## config.mk

```make
export PLATFORM = sky130hd
export DESIGN_NAME = vdc_config_regs
export DESIGN_NICKNAME = d
export VERILOG_FILES = /design/src/vdc_pkg.sv /design/src/vdc_config_regs.sv /design/src/vdc_serial_target.sv
export SDC_FILE = /design/constraint.sdc
export NUM_CORES = 1
export LEC_CHECK = 0
export ABC_AREA = 1
export BUFFER_PORTS_ARGS = -buffer_cell sky130_fd_sc_hd__buf_2
export CORE_MARGIN = 4
export CORE_UTILIZATION = 66
export DETAILED_ROUTE_END_ITERATION = 16
export GPL_ROUTABILITY_DRIVEN = 0
export PLACE_DENSITY = 0.89
export SLEW_MARGIN = 20
export SYNTH_ARGS = -nofsm -noshare
export SYNTH_HDL_FRONTEND = slang
export SYNTH_HIERARCHICAL = 1
export SYNTH_SLANG_ARGS = --single-unit
```

## constraint.sdc

```tcl
create_clock -name clk -period 7.7 [get_ports clk]
set_input_delay 0.77 -clock clk [delete_from_list [all_inputs] [get_ports clk]]
set_output_delay 0.77 -clock clk [all_outputs]
set_load 0.02 [all_outputs]
```

## src/vdc_pkg.sv

```systemverilog
// Constants of the video decoder configuration block.
// Assumes one clock domain; serial port pins arrive unsynchronised.
package vdc_pkg;
   // Sub-addresses: route and converter in the main map, contrast in sub-map 2
   localparam logic [7:0] SUB_ROUTE    = 8'h00;
   localparam logic [7:0] SUB_CONV     = 8'h01;
   localparam logic [7:0] SUB_PAGE     = 8'h0e;
   localparam logic [7:0] SUB_CONTRAST = 8'h80;
   localparam logic [7:0] SUB_TOP      = 8'hff;
   // Page select field in the page register
   localparam int         PAGE_LSB     = 5;
   localparam int         PAGE_MSB     = 6;
   localparam logic [1:0] PAGE_USER    = 2'h0;
   localparam logic [1:0] PAGE_INTR    = 2'h1;
   localparam logic [1:0] PAGE_USER2   = 2'h2;
   // Field positions
   localparam int         ROUTE_MSB    = 4;
   localparam int         CONTRAST_BIT = 7;
   localparam int         CONV_BIT     = 0;
   // Reset values
   localparam logic [7:0] ROUTE_RST    = 8'h00;
   localparam logic [7:0] PAGE_RST     = 8'h00;
   localparam logic [7:0] CONTRAST_RST = 8'h00;
   localparam logic [7:0] CONV_RST     = 8'h00;
   // Write address 0x40 as a 7-bit address; bit 0 follows the strap
   localparam logic [6:0] SLAVE_BASE   = 7'h20;
   localparam int         CHAN_N       = 6;
   // Video formats handed to the decode core
   typedef enum logic [2:0] {
      MODE_OFF, MODE_CVBS, MODE_DIFF, MODE_YC, MODE_COMP
   } vdc_mode_t;
   typedef enum logic [2:0] {
      ST_IDLE, ST_ADDR, ST_SUB, ST_WR, ST_RD
   } vdc_state_t;
endpackage

```

## src/vdc_config_regs.sv

```systemverilog
// Functional notes
// - Route select field is bits 4:0, offset 0x00
// - Route code also sets decode core format
// - Unused analog channels are powered down
// - Composite codes map channels 1-4, 5-6
// - Luma/chroma codes use pairs 1/2,3/4,5/6
// - Component code: luma 1, blue 2, red 3
// - Differential codes use pairs 1/2,3/4,5/6
// - Contrast boost off after reset
// - Writing 0x80 to 0x80 enables boost
// - Writing 0x00 to 0x80 disables boost
// - Progressive converter off after reset
// - Page bits 6:5 select sub-map
// - Strap pin sets slave address bit 1
//
// Register bank of the decoder input routing and feature controls.
// Assumes the serial pins and strap come straight from the package.
`timescale 1ns/1ps
module vdc_config_regs (
   input  wire logic               clk,
   input  wire logic               reset_n,
   input  wire logic               scl_in,
   input  wire logic               sda_in,
   output logic                    sda_out,
   output logic                    sda_oe,
   input  wire logic               address_strap_pin,
   output vdc_pkg::vdc_mode_t      decode_mode,
   output logic [5:0]              chan_power_en,
   output logic [2:0]              chan_primary,
   output logic [2:0]              chan_secondary,
   output logic [2:0]              chan_tertiary,
   output logic [1:0]              submap_page_select,
   output logic                    adaptive_contrast_boost_en,
   output logic                    progressive_converter_en
);
   import vdc_pkg::*;

   logic [7:0]  check_addr, reg_addr, rd_data, wr_addr, wr_data;
   logic        check_ok, wr_stb;
   logic [7:0]  route_reg, route_next;
   logic [7:0]  page_reg, page_next;
   logic [7:0]  contrast_reg, contrast_next;
   logic [7:0]  conv_reg, conv_next;
   vdc_mode_t   mode_reg, mode_next;
   logic [5:0]  power_reg, power_next;
   logic [2:0]  pri_reg, pri_next;
   logic [2:0]  sec_reg, sec_next;
   logic [2:0]  ter_reg, ter_next;
   logic [1:0]  page;

   vdc_serial_target u_port (
      .clk               (clk),
      .reset_n           (reset_n),
      .scl_in            (scl_in),
      .sda_in            (sda_in),
      .sda_out           (sda_out),
      .sda_oe            (sda_oe),
      .address_strap_pin (address_strap_pin),
      .check_addr        (check_addr),
      .check_ok          (check_ok),
      .reg_addr          (reg_addr),
      .rd_data           (rd_data),
      .wr_stb            (wr_stb),
      .wr_addr           (wr_addr),
      .wr_data           (wr_data)
   );

   assign page = page_reg[PAGE_MSB:PAGE_LSB];

   // Which sub-addresses exist in the selected sub-map
   function automatic logic addr_ok(input logic [1:0] pg, input logic [7:0] a);
      addr_ok = (a == SUB_PAGE) ||
                (pg == PAGE_USER && (a == SUB_ROUTE || a == SUB_CONV)) ||
                (pg == PAGE_USER2 && a == SUB_CONTRAST);
   endfunction

   assign check_ok = addr_ok(page, check_addr);

   // Read mux; the page register is visible from every sub-map
   always_comb begin
      rd_data = 8'h00;
      if (reg_addr == SUB_PAGE) rd_data = page_reg;
      else if (page == PAGE_USER && reg_addr == SUB_ROUTE) rd_data = route_reg;
      else if (page == PAGE_USER && reg_addr == SUB_CONV) rd_data = conv_reg;
      else if (page == PAGE_USER2 && reg_addr == SUB_CONTRAST) rd_data = contrast_reg;
   end

   // Register writes, steered by the page select
   always_comb begin
      route_next    = route_reg;
      page_next     = page_reg;
      contrast_next = contrast_reg;
      conv_next     = conv_reg;
      if (wr_stb) begin
         if (wr_addr == SUB_PAGE) page_next = wr_data;
         if (page == PAGE_USER && wr_addr == SUB_ROUTE) route_next = wr_data;
         if (page == PAGE_USER && wr_addr == SUB_CONV) conv_next = wr_data;
         // Only bit 7 matters: 0x80 turns boost on, 0x00 off
         if (page == PAGE_USER2 && wr_addr == SUB_CONTRAST)
            contrast_next = wr_data;
      end
   end

   // Route decode; reserved codes power everything down as a safe fallback
   always_comb begin
      mode_next  = MODE_OFF;
      power_next = 6'h00;
      pri_next   = 3'h0;
      sec_next   = 3'h0;
      ter_next   = 3'h0;
      case (route_reg[ROUTE_MSB:0])
         5'h00, 5'h01, 5'h02, 5'h03: begin
            mode_next  = MODE_CVBS;
            pri_next   = {1'b0, route_reg[1:0]} + 3'h1;
            power_next = 6'h01 << route_reg[1:0];
         end
         5'h06, 5'h07: begin
            mode_next  = MODE_CVBS;
            pri_next   = {2'h2, route_reg[0]} + 3'h1;
            power_next = 6'h10 << route_reg[0];
         end
         5'h08, 5'h09, 5'h0b: begin
            // Code 0b skips a slot, so bit 1 alone picks the third pair
            mode_next  = MODE_YC;
            pri_next   = {route_reg[1] ? 2'h2 : {1'b0, route_reg[0]}, 1'b0} + 3'h1;
            sec_next   = {route_reg[1] ? 2'h2 : {1'b0, route_reg[0]}, 1'b0} + 3'h2;
            power_next = route_reg[1] ? 6'h30 : (6'h03 << {route_reg[0], 1'b0});
         end
         5'h0c: begin
            mode_next  = MODE_COMP;
            pri_next   = 3'h1;
            sec_next   = 3'h2;
            ter_next   = 3'h3;
            power_next = 6'h07;
         end
         5'h0e, 5'h0f, 5'h11: begin
            mode_next  = MODE_DIFF;
            pri_next   = {route_reg[4] ? 2'h2 : {1'b0, route_reg[0]}, 1'b0} + 3'h1;
            sec_next   = {route_reg[4] ? 2'h2 : {1'b0, route_reg[0]}, 1'b0} + 3'h2;
            power_next = route_reg[4] ? 6'h30 : (6'h03 << {route_reg[0], 1'b0});
         end
         default: mode_next = MODE_OFF;
      endcase
   end

   // All state registers; reset leaves boost and converter off
   always_ff @(posedge clk) begin
      if (!reset_n) begin
         route_reg    <= ROUTE_RST;
         page_reg     <= PAGE_RST;
         contrast_reg <= CONTRAST_RST;
         conv_reg     <= CONV_RST;
         mode_reg     <= MODE_OFF;
         power_reg    <= 6'h00;
         pri_reg      <= 3'h0;
         sec_reg      <= 3'h0;
         ter_reg      <= 3'h0;
      end else begin
         route_reg    <= route_next;
         page_reg     <= page_next;
         contrast_reg <= contrast_next;
         conv_reg     <= conv_next;
         mode_reg     <= mode_next;
         power_reg    <= power_next;
         pri_reg      <= pri_next;
         sec_reg      <= sec_next;
         ter_reg      <= ter_next;
      end
   end

   assign decode_mode    = mode_reg;
   assign chan_power_en  = power_reg;
   assign chan_primary   = pri_reg;
   assign chan_secondary = sec_reg;
   assign chan_tertiary  = ter_reg;
   assign submap_page_select         = page;
   assign adaptive_contrast_boost_en = contrast_reg[CONTRAST_BIT];
   assign progressive_converter_en   = conv_reg[CONV_BIT];

   a_field_store: assert property (@(posedge clk) disable iff (!reset_n)
      (wr_stb && page == PAGE_USER && wr_addr == SUB_ROUTE)
      |=> route_reg[4:0] == $past(wr_data[4:0]))
      else $error("route field not stored");
   a_mode_cvbs: assert property (@(posedge clk) disable iff (!reset_n)
      (route_reg[4:0] == 5'h07) |=> decode_mode == MODE_CVBS)
      else $error("composite mode not selected");
   a_power_single: assert property (@(posedge clk) disable iff (!reset_n)
      (decode_mode == MODE_CVBS) |-> $onehot(chan_power_en))
      else $error("extra channels powered");
   a_cvbs_route: assert property (@(posedge clk) disable iff (!reset_n)
      (route_reg[4:0] == 5'h02) ##1 (route_reg[4:0] == 5'h02)
      |-> chan_primary == 3'h3 && chan_power_en == 6'h04)
      else $error("composite channel 3 wrong");
   a_yc_route: assert property (@(posedge clk) disable iff (!reset_n)
      (route_reg[4:0] == 5'h0b) |=>
      decode_mode == MODE_YC && chan_primary == 3'h5 && chan_secondary == 3'h6)
      else $error("luma chroma pair wrong");
   a_comp_route: assert property (@(posedge clk) disable iff (!reset_n)
      (route_reg[4:0] == 5'h0c) |=> chan_power_en == 6'h07 && chan_tertiary == 3'h3)
      else $error("component routing wrong");
   a_diff_route: assert property (@(posedge clk) disable iff (!reset_n)
      (route_reg[4:0] == 5'h0f) |=>
      decode_mode == MODE_DIFF && chan_primary == 3'h3 && chan_power_en == 6'h0c)
      else $error("differential pair wrong");
   a_boost_reset: assert property (@(posedge clk) disable iff (!reset_n)
      !$past(reset_n) |-> !adaptive_contrast_boost_en)
      else $error("boost on after reset");
   a_boost_on: assert property (@(posedge clk) disable iff (!reset_n)
      (wr_stb && page == PAGE_USER2 && wr_addr == SUB_CONTRAST && wr_data == 8'h80)
      |=> adaptive_contrast_boost_en [*2])
      else $error("boost not enabled");
   a_boost_off: assert property (@(posedge clk) disable iff (!reset_n)
      (wr_stb && page == PAGE_USER2 && wr_addr == SUB_CONTRAST && wr_data == 8'h00)
      |=> !adaptive_contrast_boost_en)
      else $error("boost not disabled");
   a_conv_reset: assert property (@(posedge clk) disable iff (!reset_n)
      !$past(reset_n) |-> !progressive_converter_en)
      else $error("converter on after reset");
   a_page_write: assert property (@(posedge clk) disable iff (!reset_n)
      (wr_stb && wr_addr == SUB_PAGE) |=> submap_page_select == $past(wr_data[6:5]))
      else $error("page select not taken");
endmodule

```

## src/vdc_serial_target.sv

```systemverilog
// Serial control port target: byte framing, address match, acknowledge.
// Assumes a slow serial clock, well below a quarter of clk.
`timescale 1ns/1ps
module vdc_serial_target (
   input  wire logic         clk,
   input  wire logic         reset_n,
   input  wire logic         scl_in,
   input  wire logic         sda_in,
   output logic              sda_out,
   output logic              sda_oe,
   input  wire logic         address_strap_pin,
   output logic [7:0]        check_addr,
   input  wire logic         check_ok,
   output logic [7:0]        reg_addr,
   input  wire logic [7:0]   rd_data,
   output logic              wr_stb,
   output logic [7:0]        wr_addr,
   output logic [7:0]        wr_data
);
   import vdc_pkg::*;

   logic [2:0]  scl_s;
   logic [2:0]  sda_s;
   logic [1:0]  strap_s;
   vdc_state_t  state_reg, state_next;
   logic [3:0]  cnt_reg, cnt_next;
   logic [7:0]  shift_reg, shift_next;
   logic [7:0]  tx_reg, tx_next;
   logic [7:0]  addr_reg, addr_next;
   logic        ack_reg, ack_next;
   logic        drive_reg, drive_next;
   logic        stb_next;
   logic [7:0]  wa_next, wd_next;
   logic        scl_rise, scl_fall, start_c, stop_c;
   logic [6:0]  my_addr;

   // Pins pass two flops; the third stage only feeds edge detection
   always_ff @(posedge clk) begin
      if (!reset_n) begin
         scl_s   <= 3'h7;
         sda_s   <= 3'h7;
         strap_s <= 2'h0;
      end else begin
         scl_s   <= {scl_s[1:0], scl_in};
         sda_s   <= {sda_s[1:0], sda_in};
         strap_s <= {strap_s[0], address_strap_pin};
      end
   end

   assign scl_rise = scl_s[1] & ~scl_s[2];
   assign scl_fall = ~scl_s[1] & scl_s[2];
   assign start_c  = scl_s[1] & scl_s[2] & sda_s[2] & ~sda_s[1];
   assign stop_c   = scl_s[1] & scl_s[2] & ~sda_s[2] & sda_s[1];
   assign my_addr  = {SLAVE_BASE[6:1], strap_s[1]};
   assign check_addr = (state_reg == ST_SUB) ? shift_reg : addr_reg;
   assign reg_addr = addr_reg;
   assign sda_out  = 1'b0;   // Open drain: only ever pulls low
   assign sda_oe   = drive_reg;

   // Bit and byte sequencing; start anywhere restarts at the address byte, stop anywhere drops to idle
   always_comb begin
      state_next = state_reg;
      cnt_next   = cnt_reg;
      shift_next = shift_reg;
      tx_next    = tx_reg;
      addr_next  = addr_reg;
      ack_next   = ack_reg;
      drive_next = drive_reg;
      stb_next   = 1'b0;
      wa_next    = wr_addr;
      wd_next    = wr_data;
      if (start_c) begin
         state_next = ST_ADDR;
         cnt_next   = 4'h0;
         ack_next   = 1'b0;
         drive_next = 1'b0;
      end else if (stop_c) begin
         state_next = ST_IDLE;
         ack_next   = 1'b0;
         drive_next = 1'b0;
      end else if (state_reg != ST_IDLE && scl_rise) begin
         if (ack_reg) begin
            // Master not-acknowledge ends a read
            if (state_reg == ST_RD && sda_s[1]) begin
               state_next = ST_IDLE;
               ack_next   = 1'b0;
            end
         end else begin
            shift_next = {shift_reg[6:0], sda_s[1]};
            cnt_next   = cnt_reg + 4'h1;
         end
      end else if (state_reg != ST_IDLE && scl_fall) begin
         if (ack_reg) begin
            ack_next   = 1'b0;
            cnt_next   = 4'h0;
            drive_next = 1'b0;
            if (state_reg == ST_RD) begin
               tx_next    = {rd_data[6:0], 1'b0};
               drive_next = ~rd_data[7];
               // Past the top the last register repeats
               if (addr_reg != SUB_TOP) addr_next = addr_reg + 8'h01;
            end
         end else if (cnt_reg == 4'h8) begin
            case (state_reg)
               ST_ADDR: begin
                  if (shift_reg[7:1] == my_addr) begin
                     ack_next   = 1'b1;
                     drive_next = 1'b1;
                     state_next = shift_reg[0] ? ST_RD : ST_SUB;
                  end else begin
                     state_next = ST_IDLE;
                  end
               end
               ST_SUB: begin
                  // Invalid sub-address gets no acknowledge
                  if (check_ok) begin
                     addr_next  = shift_reg;
                     ack_next   = 1'b1;
                     drive_next = 1'b1;
                     state_next = ST_WR;
                  end else begin
                     state_next = ST_IDLE;
                  end
               end
               ST_WR: begin
                  if (check_ok) begin
                     stb_next   = 1'b1;
                     wa_next    = addr_reg;
                     wd_next    = shift_reg;
                     addr_next  = addr_reg + 8'h01;
                     ack_next   = 1'b1;
                     drive_next = 1'b1;
                  end else begin
                     state_next = ST_IDLE;
                  end
               end
               ST_RD: begin
                  ack_next   = 1'b1;
                  drive_next = 1'b0;
               end
               default: state_next = ST_IDLE;
            endcase
         end else if (state_reg == ST_RD) begin
            drive_next = ~tx_reg[7];
            tx_next    = {tx_reg[6:0], 1'b0};
         end
      end
   end

   always_ff @(posedge clk) begin
      if (!reset_n) begin
         state_reg <= ST_IDLE;
         cnt_reg   <= 4'h0;
         shift_reg <= 8'h00;
         tx_reg    <= 8'h00;
         addr_reg  <= 8'h00;
         ack_reg   <= 1'b0;
         drive_reg <= 1'b0;
         wr_stb    <= 1'b0;
         wr_addr   <= 8'h00;
         wr_data   <= 8'h00;
      end else begin
         state_reg <= state_next;
         cnt_reg   <= cnt_next;
         shift_reg <= shift_next;
         tx_reg    <= tx_next;
         addr_reg  <= addr_next;
         ack_reg   <= ack_next;
         drive_reg <= drive_next;
         wr_stb    <= stb_next;
         wr_addr   <= wa_next;
         wr_data   <= wd_next;
      end
   end
endmodule

```

==> summary.md <==
| Metric | Value |
|---|---|
| Rel. slew slack | 40.1% |
| Post-route ant nets | 0 |
| Avg WL per Cell | between 10 and 15 um |
| FILL cells | 619 |
| Power Density | 167 nW/um^2 |
| DR DRC count | 0 |
| Clk sink count | 104 |
| FFs w/ async S/R, synth | 0% |
| Setup TNS | 0 ns |
| Largest cells by area after synthesis | dfxtp_1, nor2_1, nand2_1 |
| Root Driver | clkbuf_8 |
| Clk_lat worst skew | 0.37 ns |
| Hold Buf Count CTS | 0 |
| Maximum clock insertion buffer count | 2 |
| Max-cap violations | 0 |
| CTS tree | yes |
| Largest net degree at the start of global routing | between 80 and 90 |
| Reg area | around 2100 um^2 |
| Critical Path, Cell by Cell | inv_2 -> nand2_1 -> inv_2 -> nand2_1 -> o21ai_0 -> inv_1 -> nand2_1 -> o211a_1 -> nand4_1 -> nor4_4 -> inv_4 -> nor2_1 -> nor2_1 |
| RSZ-0062 raised after global routing | no |
| CP max-delay cell | nor4_4 |
| Post-Synth XOR/XNOR Area | 0.670% |
| Die Span Y | ~97 um |
| Post-synthesis mux area share | 0% |
| Post-DP HPWL | 8770 um |
| Largest family of logic cells by synthesized area | simple AND/OR/NAND/NOR gates |
| Run status | finished, final reports clean |
| Slew Limit Fails | 0 |
| CP endpoint kind | flop |
| LEAKAGE | 2.40 nW |
| Initial DRC count | around 560 |
| Mapped Cells | 763 |
| Area delta synth->final | 6.13% |
| Clock-pin slew on the worst setup and hold paths | about 0.1 ns |
| Top cell by count, worst path | nand2_1 |
| Num CTS Buffers | 9 |
| First-pass GRT wire length | 21,400 um |
| # port buffers | 25 |
| Total iterations of the first detailed-routing run | 6 |
| Antenna violations before repair | 0 |
| Antenna cells | 0 |
| Vias/cell | 5.72 |
| Setup Viol. Count Final | 0 |
| Overall Power | 0.000924 W |
| Most used DFF post-synth | dfxtp_1 |
| Ports | 29 |
| Synth top area share | 39.8% |
| Gr usage total | 27.0% |
| Tightest Pin Transition | 0.892 ns |
| Final period utilization | 44.8% |
| Most common cell after layout, fill and taps aside | nor2_1 |
| Critical path class | flop to flop |
| Post-Synth Simple-Gate Area | 33.8% |
| Post-CTS Setup Inserts | 0 |
| Final Critical Period | 3.45 ns |
| Req. time, crit path | slightly below 8 ns |
| Ys Warns | 6 |
| Core Area | 7730 um^2 |
| Mean Syn Cell Area | 6.85 um^2 |
| Vias in the first global route | approximately 4,700 |
| WHS | 0.419 ns |
| CP startpoint kind | flop |
| FP Rows | 32 |
| Grt ovf | 0 |
| Fin nets | 792 |
| Synth Area in Compound Gates | 13.6% |
| Max FO, Critical Path | 17 |
| Footprint of the multi-input gates | between 2000 and 3000 um^2 |
| Die Area | around 9400 um^2 |
| Adder-Cell Fraction of Synth Area | under 10% |
| Die W | between 90 and 100 um |
| Final hold vios | 0 |
| Clock Skew | around 0.011 ns |
| Post-synth EDFFs | 0 |
| Gates resized, CTS repair | 0 |
| Most frequent cells in the layout | nor2_1, nand2_1, dfxtp_1 |
| Fmax | 0.290 GHz |
| Worst VDD drop | 0.129 mV |
| Worst min path class | flop to flop |
| Netlist Area Pre-Place | 5230 um^2 |
| Library cells used by synthesis | 43 |
| Seq cells post-synth | 104 |
| Via count | 5,049 |
| Initial Utilization | 67.6% |
| Crit-path max cell delay | 0.80 ns |
| Worst EP arrival | 3.71 ns |
| Post-synthesis sequential area ratio | about two fifths |
| Fraction of layout cells with a size suffix above 1 | between 10% and 20% |
| H-Tree Depth | 3 |
| WL final | 12,600 um |
| Synth area leader | dfxtp_1 |
-- cell type report --
class | count | area share (%)
inverters | 89 | 6.09
repair buffers | 26 | 2.39
well taps | 102 | 2.30
clock buffers | 10 | 2.48
flip-flops and latches | 104 | 37.5
clock inverters | 6 | 1.22
multi-input cells | 546 | 48.0
-- through the flow --
stage | instance area, um^2 | instances | util (%) | setup slack, ns
global placement | 5340 | 867 | 69.1 | 4.73
finish | 5550 | 883 | 71.8 | 4.25
detailed placement | 5340 | 867 | 69.1 | 4.44
floorplan | 5230 | 764 | - | 5.11
CTS | 5550 | 883 | 71.8 | 4.42
global route | 5550 | 883 | 71.8 | 3.90
-- cells by family (layout without fill, tap and decap cells) --
family / Yosys count / in the layout
adder cells (fa/ha/maj): 11 / 11
XOR/XNOR: 4 / 4
other: 2 / 3
AO/OA/AOI/OAI: 136 / 136
flip-flops: 104 / 104
buffers and inverters: 114 / 131
AND/OR/NAND/NOR: 392 / 392
-- path summary, 6_finish.rpt --
check	from	to	slack (ns)	cells after the start
setup reg to reg	u_port/state_reg[2]$_SDFFE_PP0P_	u_port/wr_addr[5]$_SDFFE_PN0P_	4.25	13
hold reg to reg	u_port/strap_s[0]$_SDFF_PN0_	u_port/strap_s[1]$_SDFF_PN0_	0.42	2
setup / recovery	u_port/state_reg[2]$_SDFFE_PP0P_	u_port/wr_addr[5]$_SDFFE_PN0P_	4.25	13
hold / removal	u_port/strap_s[0]$_SDFF_PN0_	u_port/strap_s[1]$_SDFF_PN0_	0.42	2
-- where the power goes --
| part | internal (W) | leakage [nW] | switching (W) |
|---|---|---|---|
| logic | 0.00000792 | 1.46 | 0.0000197 |
| registers | 0.000541 | 0.840 | 0.00000172 |
| clock network | 0.000160 | 0.0989 | 0.000193 |
| total | 0.000709 | 2.40 | 0.000215 |
-- layer usage --
layer  track usage [%]  share of wire [%]  up-vias
li1                  -                  -     2478
met1              34.4                 42     2256
met2              45.0                 46      269
met3              4.61                8.0       46
met4              11.2                3.7        0
met5                 0                  0        -
-- synthesized netlist by cell type (10+ instances only) --
cell type	number
nor2_1	149
a31oi_1	10
nand3_1	53
o21ai_0	76
a21oi_1	25
nand4_1	13
ha_1	11
o21ai_1	20
inv_1	79
nand2_1	131
dfxtp_1	104
nor3_1	10
nor2_2	12
-- critical path: cells and delay by family (launching register included) --
| family | cells | cell delay (ns) |
|---|---|---|
| flops | 1 | 0.36 |
| simple gates | 7 | 1.74 |
| buf+inv | 4 | 0.52 |
| compound gates | 2 | 0.71 |
No activity file was read; power rests on OpenSTA's default activity.
